==> src/core/saf_pkg.sv <==
// Shared constants for the system alert message framer
package saf_pkg;

	// ----------------------------------------------------------------
	// Clock and timing
	// ----------------------------------------------------------------
	localparam longint unsigned CLK_HZ       = 64'd100_000_000; // Register clock rate
	localparam int              CLK_NS       = 10;              // Register clock period
	localparam longint unsigned HB_TIME_S    = 64'd31;          // Heartbeat, inside 30 to 32 s
	localparam longint unsigned HB_CYC_L     = HB_TIME_S * CLK_HZ;
	localparam logic [31:0]     HB_CYCLES    = HB_CYC_L[31:0];  // 3.1e9 fits 32 bits
	localparam int              LINK_HALF_NS = 60;              // Half period of link clock
	localparam int              LINK_HALF_CYC = (LINK_HALF_NS + CLK_NS - 1) / CLK_NS;

	// ----------------------------------------------------------------
	// Register map (byte addresses)
	// ----------------------------------------------------------------
	localparam logic [7:0] OFF_CTRL   = 8'h00; // Request and sleep trigger
	localparam logic [7:0] OFF_MSG1   = 8'h04; // User message one
	localparam logic [7:0] OFF_MSG2   = 8'h08; // User message two
	localparam logic [7:0] OFF_WD     = 8'h0c; // Watchdog state byte
	localparam logic [7:0] OFF_STATUS = 8'h10; // Counter, power state, link

	// Control fields
	localparam int CTRL_REQ   = 0; // Transmit request, write one
	localparam int CTRL_SLEEP = 1; // Sleep entry trigger, write one
	localparam int CTRL_TYPE  = 2; // Sleep type field, 3 bits
	localparam int TYPE_W     = 3;
	localparam logic [2:0] TYPE_S1 = 3'h1; // S1 .. S4 give sleeping
	localparam logic [2:0] TYPE_S4 = 3'h4;
	localparam logic [2:0] TYPE_S5 = 3'h5; // Soft-off

	// Status fields
	localparam int ST_SEQ  = 0; // Message counter, 4 bits
	localparam int ST_PWR  = 4; // Power state code, 2 bits
	localparam int ST_BUSY = 6; // Message in flight
	localparam int ST_NACK = 7; // Sticky missing acknowledge, write one clears

	// Reset values
	localparam logic [7:0] MSG_RST = 8'h00;
	localparam logic [3:0] SEQ_RST = 4'h0;

	// ----------------------------------------------------------------
	// Power state codes and message layout
	// ----------------------------------------------------------------
	localparam logic [1:0] PWR_WORK    = 2'h0;
	localparam logic [1:0] PWR_SLEEP   = 2'h1;
	localparam logic [1:0] PWR_SOFTOFF = 2'h2;
	localparam logic [1:0] PWR_PREBOOT = 2'h3;
	localparam int FRAME_BITS = 33; // Three status, counter, power, three bytes

	// Pin synchroniser slots and their idle levels
	localparam int SY_EVT  = 0; // Event input pin
	localparam int SY_CPU  = 1; // Processor reset, active low
	localparam int SY_OVR  = 2; // Power button override
	localparam int SY_WAKE = 3; // Wake event
	localparam int SY_CLK  = 4; // Link clock readback
	localparam int SY_DAT  = 5; // Link data readback
	localparam int SY_N    = 6;
	localparam logic [5:0] SY_RST = 6'h31;

endpackage : saf_pkg

==> src/core/saf_shifter.sv <==
// Open-drain two-wire shifter for one alert message
`timescale 1ns/1ns
module saf_shifter #(
	parameter int HALF = saf_pkg::LINK_HALF_CYC, // Cycles per clock half
	parameter int NB   = saf_pkg::FRAME_BITS     // Message bits
) (
	input  wire logic          pclk,
	input  wire logic          presetn,
	input  wire logic          start,    // Take frame, idle only
	input  wire logic [NB-1:0] frame,
	input  wire logic          scl_in,   // Synchronised link clock
	input  wire logic          sda_in,   // Synchronised link data
	output logic               busy,
	output logic               done,     // One cycle at stop
	output logic               ack_ok,   // Last acknowledge seen
	output logic               scl_oe,   // Pull clock low
	output logic               sda_oe    // Pull data low
);

	typedef enum logic [1:0] {SH_IDLE, SH_START, SH_LOW, SH_HIGH} saf_sh_e;

	saf_sh_e         state;  // Shift phase
	logic [NB-1:0]   shift;  // Message, MSB at the top
	logic [5:0]      idx;    // Bit slot, NB is the acknowledge
	logic [7:0]      cnt;    // Half period counter
	logic            half_end;
	logic            next_sda;

	// ----------------------------------------------------------------
	// Slot decode
	// ----------------------------------------------------------------
	assign half_end = (cnt == 8'(HALF - 1));
	// Data bits MSB first, released for acknowledge, low before stop
	assign next_sda = (idx < 6'(NB)) ? ~shift[NB-1] : (idx != 6'(NB));
	assign busy     = (state != SH_IDLE);

	// ----------------------------------------------------------------
	// Shift sequencer
	// ----------------------------------------------------------------
	// Data only moves two cycles into the low half, well clear of edges
	always_ff @(posedge pclk or negedge presetn) begin
		if (!presetn) begin
			state  <= SH_IDLE;
			shift  <= '0;
			idx    <= 6'h00;
			cnt    <= 8'h00;
			done   <= 1'b0;
			ack_ok <= 1'b0;
			scl_oe <= 1'b0;
			sda_oe <= 1'b0;
		end else begin
			done <= 1'b0;
			case (state)
				SH_IDLE: begin
					if (start) begin // Start: data falls with clock high
						shift  <= frame;
						sda_oe <= 1'b1;
						cnt    <= 8'h00;
						state  <= SH_START;
					end
				end
				SH_START: begin
					cnt <= cnt + 8'h01;
					if (half_end) begin
						scl_oe <= 1'b1;
						idx    <= 6'h00;
						cnt    <= 8'h00;
						state  <= SH_LOW;
					end
				end
				SH_LOW: begin
					cnt <= cnt + 8'h01;
					if (cnt == 8'h01) begin
						sda_oe <= next_sda;
					end
					if (half_end) begin
						scl_oe <= 1'b0;
						cnt    <= 8'h00;
						state  <= SH_HIGH;
					end
				end
				SH_HIGH: begin
					// Stretched clock holds the count
					if (scl_in) begin
						cnt <= cnt + 8'h01;
					end
					if (scl_in && half_end) begin
						cnt <= 8'h00;
						if (idx == 6'(NB)) begin
							ack_ok <= ~sda_in;
						end
						if (idx == 6'(NB + 1)) begin // Stop: data rises
							sda_oe <= 1'b0;
							done   <= 1'b1;
							state  <= SH_IDLE;
						end else begin
							scl_oe <= 1'b1;
							idx    <= idx + 6'h01;
							shift  <= {shift[NB-2:0], 1'b0};
							state  <= SH_LOW;
						end
					end
				end
				default: state <= SH_IDLE;
			endcase
		end
	end

endmodule : saf_shifter

==> src/core/saf_framer.sv <==
// System alert message framer: registers, power states, events, link
//
// The APB interface to the registers and the register offsets are this design's own decisions.
`timescale 1ns/1ns

// Functional notes
// Health timer expiry sets its status bit
// Software request write sets software status bit
// Status bit reports event pin inverted
// Either event pin edge starts a message
// Four-bit counter from zero, one per message
// Counter wraps from all ones to zero
// Every multi-bit field goes MSB first
// Power code: 00 work, 01 sleep, 10 off, 11 preboot
// User bytes copied from their registers
// Watchdog byte copied from its register
// Pre-boot entered when deep sleep control released
// Pre-boot left on processor reset release or override
// Working left on sleep trigger or override
// Sleep trigger with S1-S4 enters sleeping
// Sleeping left on wake or override
// S5 or override enters soft-off; wake leaves
// Heartbeat message every 30-32 s while sleeping
// Events sent at once, heartbeat then resumes
// Controller acknowledges, device checks it
// All fields captured when message starts
module saf_framer #(
	parameter logic [31:0] HB_CYCLES = saf_pkg::HB_CYCLES, // Heartbeat period
	parameter int          HALF      = saf_pkg::LINK_HALF_CYC
) (
	input  wire logic        pclk,
	input  wire logic        presetn,
	input  wire logic        psel,
	input  wire logic        penable,
	input  wire logic        pwrite,
	input  wire logic [7:0]  paddr,
	input  wire logic [31:0] pwdata,
	output logic [31:0]      prdata,
	output logic             pready,
	output logic             pslverr,
	input  wire logic        health_timer_expired,  // One-cycle pulse, same clock
	input  wire logic        event_input_pin,
	input  wire logic        processor_reset_n,
	input  wire logic        power_button_override,
	input  wire logic        wake_event,
	output logic             deep_sleep_control_n,
	input  wire logic        alert_link_clock_i,
	output logic             alert_link_clock_o,
	output logic             alert_link_clock_oe,
	input  wire logic        alert_link_data_i,
	output logic             alert_link_data_o,
	output logic             alert_link_data_oe
);

	typedef enum logic [1:0] {PS_PREBOOT, PS_WORK, PS_SLEEP, PS_SOFTOFF} saf_pwr_e;

	// ----------------------------------------------------------------
	// Declarations
	// ----------------------------------------------------------------
	logic [saf_pkg::SY_N-1:0] sync1;      // First stage, read by sync2 only
	logic [saf_pkg::SY_N-1:0] sync2;      // Settled pin levels
	logic                     evt_q;      // Previous settled event pin
	logic                     cpu_q;      // Previous settled processor reset
	saf_pwr_e                 pstate;     // System power state
	logic [7:0]               user_message_one;
	logic [7:0]               user_message_two;
	logic [7:0]               watchdog_state_byte;
	logic [3:0]               message_counter;
	logic                     ev_health;  // Pending health timer event
	logic                     ev_sw;      // Pending software request
	logic                     ev_other;   // Pin edge or pre-boot entry
	logic                     nack;       // Sticky missing acknowledge
	logic [31:0]              hb_cnt;     // Heartbeat timer
	logic [saf_pkg::FRAME_BITS-1:0] frame; // Captured message
	logic                     tx_start;
	logic                     tx_busy;
	logic                     tx_done;
	logic                     tx_ack;
	logic                     scl_oe;
	logic                     sda_oe;

	// Decode wires
	logic        wr;
	logic        rd_setup;
	logic        mapped;
	logic        wr_ctrl;
	logic        transmit_request_bit;
	logic        sleep_entry_trigger;
	logic [2:0]  sleep_type_field;
	logic        evt_edge;
	logic        cpu_rise;
	logic        ovr;
	logic        wake;
	logic        hb_due;
	logic        go_sleep;
	logic        go_off;
	logic        to_preboot;
	logic [1:0]  pwr_code;
	logic [31:0] rd_mux;
	logic [31:0] status_word;

	// Register select on a byte address
	function automatic logic sel(input logic [7:0] a, input logic [7:0] off);
		sel = (a == off);
	endfunction : sel

	// Pin selection for the synchroniser slots
	function automatic logic sync_in(input int i);
		case (i)
			saf_pkg::SY_EVT:  sync_in = event_input_pin;
			saf_pkg::SY_CPU:  sync_in = processor_reset_n;
			saf_pkg::SY_OVR:  sync_in = power_button_override;
			saf_pkg::SY_WAKE: sync_in = wake_event;
			saf_pkg::SY_CLK:  sync_in = alert_link_clock_i;
			default:          sync_in = alert_link_data_i;
		endcase
	endfunction : sync_in

	// ----------------------------------------------------------------
	// Pin synchronisers
	// ----------------------------------------------------------------
	// Every outside level passes two flops before logic sees it
	genvar gi;
	generate
		for (gi = 0; gi < saf_pkg::SY_N; gi++) begin : g_sync
			always_ff @(posedge pclk or negedge presetn) begin
				if (!presetn) begin
					sync1[gi] <= saf_pkg::SY_RST[gi];
					sync2[gi] <= saf_pkg::SY_RST[gi];
				end else begin
					sync1[gi] <= sync_in(gi);
					sync2[gi] <= sync1[gi];
				end
			end
		end
	endgenerate

	// Previous levels for edge finding, taken from the second stage
	always_ff @(posedge pclk or negedge presetn) begin
		if (!presetn) begin
			evt_q <= saf_pkg::SY_RST[saf_pkg::SY_EVT];
			cpu_q <= saf_pkg::SY_RST[saf_pkg::SY_CPU];
		end else begin
			evt_q <= sync2[saf_pkg::SY_EVT];
			cpu_q <= sync2[saf_pkg::SY_CPU];
		end
	end

	assign evt_edge = sync2[saf_pkg::SY_EVT] ^ evt_q;
	assign cpu_rise = sync2[saf_pkg::SY_CPU] & ~cpu_q;
	assign ovr      = sync2[saf_pkg::SY_OVR];
	assign wake     = sync2[saf_pkg::SY_WAKE];

	// ----------------------------------------------------------------
	// APB decode
	// ----------------------------------------------------------------
	// Zero wait states: read data is loaded during the setup cycle
	assign pready   = 1'b1;
	assign wr       = psel & penable & pwrite;
	assign rd_setup = psel & ~penable & ~pwrite;
	assign mapped   = sel(paddr, saf_pkg::OFF_CTRL) | sel(paddr, saf_pkg::OFF_MSG1)
	                | sel(paddr, saf_pkg::OFF_MSG2) | sel(paddr, saf_pkg::OFF_WD)
	                | sel(paddr, saf_pkg::OFF_STATUS);
	assign pslverr  = psel & penable & ~mapped;
	assign wr_ctrl  = wr & sel(paddr, saf_pkg::OFF_CTRL);
	assign transmit_request_bit = wr_ctrl & pwdata[saf_pkg::CTRL_REQ];
	assign sleep_entry_trigger  = wr_ctrl & pwdata[saf_pkg::CTRL_SLEEP];
	assign sleep_type_field     = pwdata[saf_pkg::CTRL_TYPE +: saf_pkg::TYPE_W];

	assign status_word = {24'h000000, nack, tx_busy, pwr_code, message_counter};
	assign rd_mux = sel(paddr, saf_pkg::OFF_MSG1)   ? {24'h000000, user_message_one} :
	                sel(paddr, saf_pkg::OFF_MSG2)   ? {24'h000000, user_message_two} :
	                sel(paddr, saf_pkg::OFF_WD)     ? {24'h000000, watchdog_state_byte} :
	                sel(paddr, saf_pkg::OFF_STATUS) ? status_word : 32'h00000000;

	// Read data register; control reads back as zero
	always_ff @(posedge pclk or negedge presetn) begin
		if (!presetn) begin
			prdata <= 32'h00000000;
		end else if (rd_setup) begin
			prdata <= rd_mux;
		end
	end

	// Message bytes, read live into each capture
	always_ff @(posedge pclk or negedge presetn) begin
		if (!presetn) begin
			user_message_one    <= saf_pkg::MSG_RST;
			user_message_two    <= saf_pkg::MSG_RST;
			watchdog_state_byte <= saf_pkg::MSG_RST;
		end else if (wr) begin
			if (sel(paddr, saf_pkg::OFF_MSG1)) begin
				user_message_one <= pwdata[7:0];
			end
			if (sel(paddr, saf_pkg::OFF_MSG2)) begin
				user_message_two <= pwdata[7:0];
			end
			if (sel(paddr, saf_pkg::OFF_WD)) begin
				watchdog_state_byte <= pwdata[7:0];
			end
		end
	end

	// ----------------------------------------------------------------
	// Power state sequencer
	// ----------------------------------------------------------------
	assign go_sleep = sleep_entry_trigger && (sleep_type_field >= saf_pkg::TYPE_S1)
	                  && (sleep_type_field <= saf_pkg::TYPE_S4);
	assign go_off   = sleep_entry_trigger && (sleep_type_field == saf_pkg::TYPE_S5);
	// Wake releases deep sleep control, which is the pre-boot entry
	assign to_preboot = ((pstate == PS_SLEEP) || (pstate == PS_SOFTOFF)) && wake && !ovr;
	assign deep_sleep_control_n = (pstate != PS_SLEEP) && (pstate != PS_SOFTOFF);
	assign pwr_code = (pstate == PS_WORK)  ? saf_pkg::PWR_WORK :
	                  (pstate == PS_SLEEP) ? saf_pkg::PWR_SLEEP :
	                  (pstate == PS_SOFTOFF) ? saf_pkg::PWR_SOFTOFF : saf_pkg::PWR_PREBOOT;

	// Override wins; other exits follow the state
	always_ff @(posedge pclk or negedge presetn) begin
		if (!presetn) begin
			pstate <= PS_PREBOOT;
		end else begin
			case (pstate)
				PS_PREBOOT: begin
					if (ovr) pstate <= PS_SOFTOFF;
					else if (cpu_rise) pstate <= PS_WORK;
				end
				PS_WORK: begin
					if (ovr || go_off) pstate <= PS_SOFTOFF;
					else if (go_sleep) pstate <= PS_SLEEP;
				end
				PS_SLEEP: begin
					if (ovr) pstate <= PS_SOFTOFF;
					else if (wake) pstate <= PS_PREBOOT;
				end
				PS_SOFTOFF: begin
					if (to_preboot) pstate <= PS_PREBOOT;
				end
				default: pstate <= PS_PREBOOT;
			endcase
		end
	end

	// ----------------------------------------------------------------
	// Events and message start
	// ----------------------------------------------------------------
	assign hb_due   = (pstate == PS_SLEEP) && (hb_cnt >= HB_CYCLES - 32'h1);
	assign tx_start = !tx_busy && (ev_health || ev_sw || ev_other || hb_due);

	// Pending flags; a new event in the capture cycle is kept
	always_ff @(posedge pclk or negedge presetn) begin
		if (!presetn) begin
			ev_health <= 1'b0;
			ev_sw     <= 1'b0;
			ev_other  <= 1'b1; // Leaving power loss counts as pre-boot entry
		end else begin
			ev_health <= health_timer_expired | (ev_health & ~tx_start);
			ev_sw     <= transmit_request_bit | (ev_sw & ~tx_start);
			ev_other  <= evt_edge | to_preboot | (pstate == PS_SLEEP && wake)
			           | (ev_other & ~tx_start);
		end
	end

	// Heartbeat restarts at every message start
	always_ff @(posedge pclk or negedge presetn) begin
		if (!presetn) begin
			hb_cnt <= 32'h00000000;
		end else if (tx_start || pstate != PS_SLEEP) begin
			hb_cnt <= 32'h00000000;
		end else begin
			hb_cnt <= hb_cnt + 32'h00000001;
		end
	end

	// Capture of all fields at start, held while shifting
	always_ff @(posedge pclk or negedge presetn) begin
		if (!presetn) begin
			frame           <= '0;
			message_counter <= saf_pkg::SEQ_RST;
		end else if (tx_start) begin
			frame <= {ev_health | health_timer_expired,
			          ev_sw | transmit_request_bit,
			          ~sync2[saf_pkg::SY_EVT],
			          message_counter, pwr_code,
			          user_message_one, user_message_two,
			          watchdog_state_byte};
			message_counter <= message_counter + 4'h1;
		end
	end

	// ----------------------------------------------------------------
	// Link acknowledge status
	// ----------------------------------------------------------------
	// Missing acknowledge is recorded; the message is not repeated
	always_ff @(posedge pclk or negedge presetn) begin
		if (!presetn) begin
			nack <= 1'b0;
		end else begin
			nack <= (tx_done & ~tx_ack)
			      | (nack & ~(wr & sel(paddr, saf_pkg::OFF_STATUS)
			                  & pwdata[saf_pkg::ST_NACK]));
		end
	end

	// ----------------------------------------------------------------
	// Serial link
	// ----------------------------------------------------------------
	// Start one cycle late, once the frame is captured
	logic start_q;
	always_ff @(posedge pclk or negedge presetn) begin
		if (!presetn) begin
			start_q <= 1'b0;
		end else begin
			start_q <= tx_start;
		end
	end

	saf_shifter #(
		.HALF (HALF),
		.NB   (saf_pkg::FRAME_BITS)
	) u_shifter (
		.pclk    (pclk),
		.presetn (presetn),
		.start   (start_q),
		.frame   (frame),
		.scl_in  (sync2[saf_pkg::SY_CLK]),
		.sda_in  (sync2[saf_pkg::SY_DAT]),
		.busy    (),
		.done    (tx_done),
		.ack_ok  (tx_ack),
		.scl_oe  (scl_oe),
		.sda_oe  (sda_oe)
	);

	// Busy covers the capture cycle as well as the shift
	always_ff @(posedge pclk or negedge presetn) begin
		if (!presetn) begin
			tx_busy <= 1'b0;
		end else if (tx_start) begin
			tx_busy <= 1'b1;
		end else if (tx_done) begin
			tx_busy <= 1'b0;
		end
	end

	// Open drain: only ever pull low
	assign alert_link_clock_o  = 1'b0;
	assign alert_link_clock_oe = scl_oe;
	assign alert_link_data_o   = 1'b0;
	assign alert_link_data_oe  = sda_oe;

endmodule : saf_framer

==> config.mk <==
export PLATFORM = sky130hd
export DESIGN_NAME = saf_framer
export DESIGN_NICKNAME = d
export VERILOG_FILES = /design/src/core/saf_pkg.sv /design/src/core/saf_shifter.sv /design/src/core/saf_framer.sv
export SDC_FILE = /design/constraint.sdc
export NUM_CORES = 1
export LEC_CHECK = 0
export ABC_AREA = 1
export BUFFER_PORTS_ARGS = -buffer_cell sky130_fd_sc_hd__buf_2
export CAP_MARGIN = 5
export CORE_UTILIZATION = 45
export DETAILED_ROUTE_END_ITERATION = 10
export MAX_ROUTING_LAYER = met4
export PLACE_DENSITY = 0.64
export RECOVER_POWER = 25
export SETUP_SLACK_MARGIN = 0.4
export SLEW_MARGIN = 20
export SYNTH_ARGS = -nofsm -noshare
export SYNTH_HDL_FRONTEND = slang
export SYNTH_SLANG_ARGS = --single-unit
==> constraint.sdc <==
create_clock -name pclk -period 2.9 [get_ports pclk]
set_clock_uncertainty 0.2 [all_clocks]
set_input_delay 0.29 -clock pclk [delete_from_list [all_inputs] [get_ports pclk]]
set_output_delay 0.29 -clock pclk [all_outputs]
set_load 0.01 [all_outputs]
==> results of run 1 <==
-- layout make-up --
| class | instances | share of cell area |
|---|---|---|
| Tap cell | 260 | 0.0330 |
| Clock inverter | 15 | 0.0145 |
| Multi-Input combinational cell | 749 | 0.372 |
| Timing Repair Buffer | 64 | 0.0462 |
| Inverter | 112 | 0.0427 |
| Sequential cell | 176 | 0.448 |
| Clock buffer | 17 | 0.0432 |
-- per-stage QoR --
step / setup slack [ps] / area (µm²)
floorplan: 942 / 8880
global placement: 621 / 9140
detailed placement: 548 / 9140
CTS: 530 / 9850
global route: 379 / 9850
finish: 656 / 9850
-- worst max-delay path, stage by stage (launching register included) --
cell	delay, ps
dfrtp_1	380
ha_1	250
nand3_4	120
nor2_4	200
nand2_1	80
nand2_1	60
nand2_1	50
nand2_1	80
nand2_1	60
nand2_2	80
buf_4	320
nand3_1	160
nand2_1	130
-- registers in the layout (all words and copies together) (netlist names), 2 cells and up --
| register | count |
|---|---|
| hb_cnt | 32 |
| pstate | 2 |
| prdata | 8 |
| u_shifter.idx | 6 |
| message_counter | 4 |
| user_message_one | 8 |
| frame | 33 |
| u_shifter.state | 2 |
| sync1 | 6 |
| u_shifter.shift | 33 |
| user_message_two | 8 |
| u_shifter.cnt | 8 |
| watchdog_state_byte | 8 |
| sync2 | 4 |
-- worst paths after layout --
path	startpoint	end	slack (ps)	cells past startpoint
worst max register to register	hb_cnt[0]$_DFF_PN0_	frame[26]$_DFFE_PN0P_	660	12
max in group asynchronous	presetn	u_shifter.shift[5]$_DFFE_PN0P_	750	3
worst min-delay path	pwdata[3]	watchdog_state_byte[3]$_DFFE_PN0P_	50	3
worst max-delay path	hb_cnt[0]$_DFF_PN0_	frame[26]$_DFFE_PN0P_	660	12
worst min register to register	sync1[1]$_DFF_PN0_	sync2[1]$_DFF_PN0_	160	0
min in group asynchronous	presetn	hb_cnt[30]$_DFF_PN0_	660	2
-- per-layer routing --
layer / GRT usage / share of wire
met1: 0.262 / 0.47
met2: 0.326 / 0.49
met3: 0.0398 / 0.032
met4: 0.0481 / 0.0088
met5: - / 0
-- report_power, final --
part / internal (mW) / switching [mW]
clock network: 1.14 / 1.09
registers: 2.61 / 0.105
logic: 0.421 / 0.962
total: 4.17 / 2.15
-- cells in the mapped netlist, drive strengths merged --
cell type  instances
nor2              89
inv              112
dfstp              8
a221oi             1
nand2            287
or2                5
nand3b             3
xnor2             12
o21a               1
nor4               7
and3               5
nand4             11
conb               2
buf               45
nor3              21
o31ai              1
xor2              24
o22ai              1
clkbuf            18
dfrtp            168
o21ai            133
a21boi             1
mux2i              1
nor3b              1
o2111ai            1
mux2               1
nand3             85
ha                19
a21oi             12
-- cell families (layout without fill, tap and decap cells) --
logic type,Yosys count,after routing
buffers and inverters,175,208
AND/OR/NAND/NOR,514,514
XOR/XNOR,36,36
adder cells (fa/ha/maj),19,19
multiplexers,2,2
other,2,27
AO/OA/AOI/OAI,151,151
flip-flops,176,176
-- repair_timing --
item | CTS | global route
gates resized for setup | 0 | 1
buffers inserted | 0 | 0
hold buffers | 14 | 0
setup endpoints to repair | 0 | 5
hold endpoints to repair | 83 | 0
==> results.md, run 1 <==
* CTS root buf: clkbuf_16
* Placer congestion estimate at slightly below 0.9
* Power Total at between 6 and 7 mW
* Most frequent cells in the layout: 283 x nand2_1, 168 x dfrtp_1, 131 x o21ai_0
* Syn avg cell area at about 8 µm²
* Fin nets at between 1000 and 1500
* Antenna cells at 0
* Largest family of logic cells by synthesized area: simple AND/OR/NAND/NOR gates
* Most common cell after layout, fill and taps aside: nand2_1
* Failing checks: capacitance limit, slew limit
* Port buffer count at 39
* Clock-pin slew on the worst setup and hold paths at approximately 70 ps
* XOR/XNOR share of the synthesized area at 0.0359
* Largest net degree at the start of global routing at between 60 and 70
* Hold WS at 47.1 ps
* Distinct cells, synth at 39
* Hpwl dp at approximately 13 mm
* Setup CP Type: reg -> reg
* Crit path max fanout at 37
* Detailed router's first-iteration violation count at 349
* CTS tree: done
* First-pass GRT wire length at 31.0 mm
* WL/cell at about 13 µm
* Register area share after synthesis at 0.502
* Gr usage total at 0.202
* Synth Cell Area at between 0.008 and 0.009 mm²
* Yosys top cell area share at 0.478
* Die area at approximately 0.02 mm²
* Synth Area in Compound Gates at 0.0879
* Largest cells by area after synthesis: dfrtp_1 48%, nand2_1 12%, o21ai_0 7.5%
* Adder-Cell Fraction of Synth Area at 0.0271
* Max IR drop VDD at ~0.38 mV
* Worst-case clock buffer depth at 2
* Die Span Y at 142 µm
* Rel. slew slack at -0.149
* Yosys Warn Count at 0
* Layout cells sized above 1 at 0.0936
* Fillers at 1800
* Max-cap violations at 1
* 1st-pass router iterations at 5
* Final Max Slew Viols at 66
* Tightest Pin Transition at 1720 ps
* Placed cells at 1347
* Outcome: finished, violations left
* Leading area contributor after synthesis: dfrtp_1
* Via count at 6813
* TNS Setup at 0 ps
* #FFs+latches synth at approximately 180
* WP data required at ~3000 ps
* Row cnt at 50
* Layout Utilization at 0.521
* Multi-input logic area at around 0.0037 mm²
* Proportion of synthesized area in mux cells at 0.00242
* RSZ-0062 raised after global routing: false
* Die W at about 140 µm
* Via density at roughly 4.9
* CTS buffer count at 17
* Clock Sinks at ~180
* Leak at between 4 and 5 nW
* Startpoint Class: register
* Core box area at between 0.015 and 0.02 mm²
* Min Tclk post-route at 2240 ps
* Layout Cells excl Fill at approximately 1400
* I/O Pins at around 90
* Initial antenna violation count at 0
* DRT antenna net count at 0
* Final global-route overflow total at 0
* Vias in the first global route at roughly 6500
* Final setup vio count at 0
* Max Clock Freq at 446 MHz
* Crit end category: register
* H-tree Lvls at 4
* Worst EP arrival at around 2400 ps
* Initial Utilization at 0.465
* Drc violations at 0
* Post-synthesis cell count at between 1000 and 1500
* Register area at 0.00441 mm²
* Total Routed Length at about 18 mm
* Area Overhead vs Synth at 12.1%
* Worst min path class: in -> reg
* PwrDens at 642 mW/mm²
* Synth Area in Simple Gates at 0.251
* Period utilisation layout at 0.774
* Fin. Hold Viols at 0
* Clock latency at the later pin of the worst-skew pair at 430 ps
(Power assumes the default switching activity.)
==> run 2, diff against run 1 <==
==> constraint.sdc (replaced) <==
create_clock -name pclk -period 2.2 [get_ports pclk]
set_clock_uncertainty 0.2 [all_clocks]
set_input_delay 0.22 -clock pclk [delete_from_list [all_inputs] [get_ports pclk]]
set_output_delay 0.22 -clock pclk [all_outputs]
set_load 0.01 [all_outputs]
==> results.md, run 2 (synthesis gave the netlist of run 1 again) <==
* Outcome: finished clean
* Gr usage total at 0.232 (+0.0296)
* TNS Setup at 0 ps (unchanged)
* Drc violations at 0 (unchanged)
* Row cnt at 50 (unchanged)
* Net switching power at 3.92 mW (+82%)
* Period utilisation layout at 0.926 (+0.152)
* I/O Pins at 91 (unchanged)
* Worst EP arrival at 2150 ps (-260 ps)
* Fraction of power consumed by combinational cells at 0.413 (+0.194)
* CP startpoint: hb_cnt[13]$_DFF_PN0_
* Worst min path class: in -> reg
* Leak at 5.52 nW (+19%)
* Min Tclk post-route at 2040 ps (-207 ps)
* Met3 usage in global routing at 0.0331 (-0.00675)
* WL/cell at 15.6 µm (+19%)
* Tightest Pin Transition at 1190 ps (-531 ps)
* Layout cells sized above 1 at 0.293 (+0.200)
* Biggest regs: frame (33), u_shifter.shift (33), hb_cnt (32)
* Clock-pin slew on the worst setup and hold paths at 70 ps (about the same)
* RSZ-0062 raised after global routing: true
* Setup CP Type: reg -> reg
* Startpoint Class: register
* CTS root buf: clkbuf_16
* Worst-case clock buffer depth at 2 (unchanged)
* Final Max Slew Viols at 0 (-100%)
* Die Span Y at 142 µm (unchanged)
* DRT antenna net count at 0 (unchanged)
* Met1 Use GR at 0.289 (+0.0271)
* Vias in the first global route at 7226 (+12%)
* Clock Sinks at 176 (unchanged)
* Most common cell after layout, fill and taps aside: nand2_1
* Largest net degree at the start of global routing at 69 (unchanged)
* WP data required at 2320 ps (-750 ps)
* Clock power frac at 0.267 (-0.086)
* Via count at 7666 (+13%)
* Initial antenna violation count at 0 (unchanged)
* GR peak layer: met2
* H-tree Lvls at 4 (unchanged)
* Hold WS at 14.4 ps (-32.7 ps)
* Clock latency at the later pin of the worst-skew pair at 440 ps (about the same)
* Layout Utilization at 0.622 (+0.100)
* Most frequent cells in the layout: 240 x nand2_1, 166 x dfrtp_1, 94 x inv_1
* Rel. slew slack at 0.205 (+0.354)
* Int Pwr at 7.31 mW (+75%)
* Sequential Power Share at 0.320 (-0.109)
* Hold_sp: penable
* CTS tree: done
* Max-cap violations at 0 (-1)
* Crit end category: register
* Max IR drop VDD at 0.611 mV (+60%)
* Via density at 5.15 (+5.3%)
* Crit path max fanout at 4 (-89%)
* Sw Share at 0.349 (+0.00869)
* CTS buffer count at 17 (unchanged)
* CP max-delay cell: nor4_1
* Core box area at 0.0189 mm² (unchanged)
* Fin nets at 1286 (+8.0%)
* Die area at 0.0201 mm² (unchanged)
* Placer congestion estimate at 0.905 (+1.1%)
* Port buffer count at 39 (unchanged)
* PwrDens at 956 mW/mm² (+49%)
* Critical-path cell list: nand2_2, buf_4, nor4_1, nand3_1, xor2_1, nor2_4
* Fin. Hold Viols at 0 (unchanged)
* Max Clock Freq at 491 MHz (+10%)
* CP max stage delay at 520 ps (+140 ps)
* Final global-route overflow total at 0 (unchanged)
* Detailed router's first-iteration violation count at 514 (+47%)
* Total Routed Length at 23.3 mm (+27%)
* First-pass GRT wire length at 35.3 mm (+14%)
* Reg2Reg Launch Point: hb_cnt[13]$_DFF_PN0_
* Initial Utilization at 0.465 (unchanged)
* Final setup vio count at 0 (unchanged)
* Antenna cells at 0 (unchanged)
* 1st-pass router iterations at 7 (+2)
* Hpwl dp at 13.4 mm (+4.6%)
* Area Overhead vs Synth at 33.7%
* Die W at 142 µm (unchanged)
* Fillers at 1570 (-13%)
* M2 GR Usage at 0.378 (+0.0516)
-- run 2: cell count changes in the layout (fill, tap and decap cells not counted), moves of 13 or more --
cell     previous run  this run
nand2_4             1        23
nand2_2             3        23
o21ai_0           131        85
nand3_1            84        69
nand3_2             0        14
nor2_2              1        25
inv_1             111        94
buf_6               0        13
nor2_1             86        50
inv_2               1        17
o21ai_2             0        30
o21ai_1             2        17
nand2_1           283       240
buf_4               8        62
-- run 2: worst max-delay path: cells and delay by family, from the launching register on --
family / cells / cell delay [ps]
xor gates and xnor gates: 1 / 310
buffers and inverters: 1 / 150
DFF: 1 / 390
and+or+nand+nor: 4 / 870
-- run 2: stage by stage --
| step | setup slack (ps) | std cells | total power, mW | area [µm²] |
|---|---|---|---|---|
| 6_report | 164 | 1488 | 11.2 | 11700 |
| 4_1_cts | 284 | 1458 | 10.0 | 10900 |
| 2_1_floorplan | 371 | 1100 | 5.17 | 8950 |
| 3_5_place_dp | 143 | 1364 | 5.65 | 9390 |
| 3_3_place_gp | 203 | 1364 | 5.62 | 9390 |
| 5_1_grt | 67.8 | 1488 | 11.7 | 11700 |
-- run 2: what timing repair did --
item | in CTS | in global routing
pin swaps | 13 | 33
hold buffers | 16 | 0
gates resized for setup | 84 | 160
endpoints found under the setup margin | 124 | 126
hold endpoints to repair | 202 | 0
setup buffers | 37 | 25
gates cloned | 9 | 5
-- run 2: power by group through the flow --
stage                     Clock (mW)  Sequential (mW)  Combinational, mW
after floorplan                    0             3.62               1.55
after global placement             0             3.64               1.97
after detailed placement           0             3.65               2.00
after CTS                       3.05             3.59               3.39
after global routing            3.16             3.62               4.95
final                           3.00             3.60               4.64
-- run 2: per-layer routing --
layer	up-vias	wire, µm
li1	3682	-
met1	3707	9950
met2	214	11700
met3	63	927
met4	0	731
met5	-	0
-- run 2: worst paths after layout --
path / to / slack (ps) / cells past startpoint
worst max-delay path: hb_cnt[20]$_DFF_PN0_ / 160 / 6
worst min-delay path: prdata[4]$_DFFE_PN0P_ / 10 / 4
worst max register to register: hb_cnt[20]$_DFF_PN0_ / 160 / 6
worst min register to register: sync2[4]$_DFF_PN1_ / 160 / 0
max in group asynchronous: sync1[4]$_DFF_PN1_ / 510 / 3
min in group asynchronous: hb_cnt[22]$_DFF_PN0_ / 360 / 2
-- run 2: area by class of cell --
type / instances / area (µm²) / share of cell area
inverters: 112 / 423 / 0.0360
repair buffers: 158 / 1590 / 0.135
flip-flops and latches: 176 / 4420 / 0.376
multi-input cells: 750 / 4430 / 0.377
clock inverters: 12 / 133 / 0.0113
clock buffers: 20 / 437 / 0.0372
well taps: 260 / 325 / 0.0277
==> run 3, diff against run 2 <==
==> constraint.sdc (replaced) <==
create_clock -name pclk -period 2.15 [get_ports pclk]
set_clock_uncertainty 0.2 [all_clocks]
set_input_delay 0.215 -clock pclk [delete_from_list [all_inputs] [get_ports pclk]]
set_output_delay 0.215 -clock pclk [all_outputs]
set_load 0.01 [all_outputs]
==> results.md, run 3 (synthesis gave the netlist of run 1 again) <==
* Outcome: finished, violations left
* Failing checks: setup timing
* CP max stage delay at 400 ps (-120 ps)
* WP data required at 2280 ps (-40 ps)
* Detailed router's first-iteration violation count at 395 (-23%)
* Dpl cell area at 0.00943 mm² (+0.40%)
* Startpoint Class: register
* Area Overhead vs Synth at 39.4%
* Layout Utilization at 0.648 (+0.0267)
* Min Tclk post-route at 2150 ps (+114 ps)
* Crit end category: register
* Worst min path class: in -> reg
* Via count at 7700 (+0.44%)
* Final setup vio count at 1 (+1)
* Port buffer count at 39 (unchanged)
* Max IR drop VDD at 0.558 mV (-8.7%)
* Antenna cells at 0 (unchanged)
* Worst-case clock buffer depth at 2 (unchanged)
* Total Routed Length at 23.6 mm (+1.5%)
* Leak at 5.58 nW (+1.0%)
* TNS Setup at -0.0124 ps (-0.0124 ps)
* Row cnt at 50 (unchanged)
* Max Clock Freq at 465 MHz (-5.3%)
* Clock Sinks at 176 (unchanged)
* Layout cells sized above 1 at 0.336 (+0.0431)
* Tightest Pin Transition at 1110 ps (-84.3 ps)
* Biggest regs: frame (33), u_shifter.shift (33), hb_cnt (32)
* Via density at 5.11 (-0.76%)
* CP delay by family, top: simple AND/OR/NAND/NOR gates
* Clock-pin slew on the worst setup and hold paths at 70 ps (about the same)
* Die Span Y at 142 µm (unchanged)
* Clock latency at the later pin of the worst-skew pair at 430 ps (about the same)
* Initial Utilization at 0.465 (unchanged)
* Critical-path cell list: inv_2, nand4_1, nor2_4, nand2_2, nand2_2, buf_4, buf_4, buf_6, nand2_4, nand2_4, nand2_4, and3_4
* Final global-route overflow total at 0 (unchanged)
* Die W at 142 µm (unchanged)
* Rel. slew slack at 0.262 (+0.0562)
* CP max-delay cell: dfrtp_1
* DRT antenna net count at 0 (unchanged)
* Fin. Hold Viols at 0 (unchanged)
* CTS tree: done
* WP buf/inv at 4 (+3)
* Core box area at 0.0189 mm² (unchanged)
* 1st-pass router iterations at 7 (unchanged)
* H-tree Lvls at 4 (unchanged)
* PwrDens at 932 mW/mm² (-2.5%)
* Period utilisation layout at 1.00 (+0.0743)
* Max-cap violations at 0 (unchanged)
* Most used cell, CP: nand2_4
* First-pass GRT wire length at 36.9 mm (+4.5%)
* Fin nets at 1304 (+1.4%)
* Vias in the first global route at 7283 (+0.79%)
* Die area at 0.0201 mm² (unchanged)
* Hpwl dp at 13.3 mm (-0.24%)
* RSZ-0062 raised after global routing: true
* Setup CP Type: reg -> reg
* Worst EP arrival at 2280 ps (+130 ps)
* Most frequent cells in the layout: 196 x nand2_1, 165 x dfrtp_1, 98 x inv_1
* I/O Pins at 91 (unchanged)
* Design area at 0.0123 mm² (+4.3%)
* Final Max Slew Viols at 0 (unchanged)
* Crit path max fanout at 5 (+1)
* Gr usage total at 0.243 (+0.0117)
* Setup ws final at -0.0124 ps (-164 ps)
* Placer congestion estimate at 0.920 (+1.6%)
* Largest net degree at the start of global routing at 72 (+4.3%)
* Initial antenna violation count at 0 (unchanged)
* Most common cell after layout, fill and taps aside: nand2_1
* WL/cell at 15.7 µm (+0.29%)
* CTS root buf: clkbuf_16
* Power Total at 11.4 mW (+1.6%)
* Drc violations at 0 (unchanged)
* CTS buffer count at 17 (unchanged)
[run 3: cell types whose count changed in the layout (fill, tap and decap cells not counted), sizes merged]
cell      delta
clkinv       +4
clkinvlp     -3
buf         +20
bufinv       -2
inv          +4
clkbuf       -5
[run 3: what timing repair did]
item / CTS / global route
gates resized for setup: 145 / 172
hold endpoints to repair: 201 / 0
setup endpoints to repair: 124 / 137
hold buffers: 17 / 0
gates cloned: 14 / 5
pin swaps: 15 / 24
setup buffers: 53 / 14
[run 3: worst min-delay path: cells and delay by family]
kind                   cells  cell delay (ps)
AO/OA/AOI/OAI              1              130
AND/OR/NAND/NOR            2              200
buffers and inverters      1              110
[run 3: power breakdown]
group	switching [mW]	total, mW	internal (mW)
clock	1.53	3.11	1.58
combinational	2.53	4.62	2.09
sequential	0.175	3.69	3.52
total	4.23	11.4	7.19
[run 3: area by class of cell]
cell class / count / area, µm²
Multi-Input combinational cell: 750 / 4660
Tap cell: 260 / 325
Fill cell: 1507 / 6640
Sequential cell: 176 / 4420
Timing Repair Buffer: 176 / 1820
Clock buffer: 17 / 425
Inverter: 112 / 420
Clock inverter: 15 / 181
[run 3: per-stage QoR]
stage          hold slack, ps  std cells  setup WS, ps
2_1_floorplan            -281       1100           333
3_3_place_gp             -136       1372           126
3_5_place_dp             -132       1372          60.7
4_1_cts                  39.8       1488           115
5_1_grt                  80.7       1506         -77.9
6_report                 47.9       1506       -0.0124
[run 3: path summary, 6_finish.rpt]
path	end	slack (ps)	from	cells past startpoint
max	u_shifter.cnt[5]$_DFFE_PN0P_	-0.01	u_shifter.cnt[6]$_DFFE_PN0P_	12
max in group asynchronous	ev_other$_DFF_PN1_	420	presetn	3
min reg2reg	wake$_DFF_PN0_	150	sync1[3]$_DFF_PN0_	0
min in group asynchronous	hb_cnt[10]$_DFF_PN0_	310	presetn	2
max reg2reg	u_shifter.cnt[5]$_DFFE_PN0P_	-0.01	u_shifter.cnt[6]$_DFFE_PN0P_	12
min	nack$_DFF_PN0_	50	pwrite	4
[run 3: per-layer routing]
layer	part of all wire	track usage	routed length, µm
met5	0	-	0
met4	0.027	0.0741	643
met3	0.043	0.0476	1020
met2	0.50	0.386	11800
met1	0.43	0.315	10200
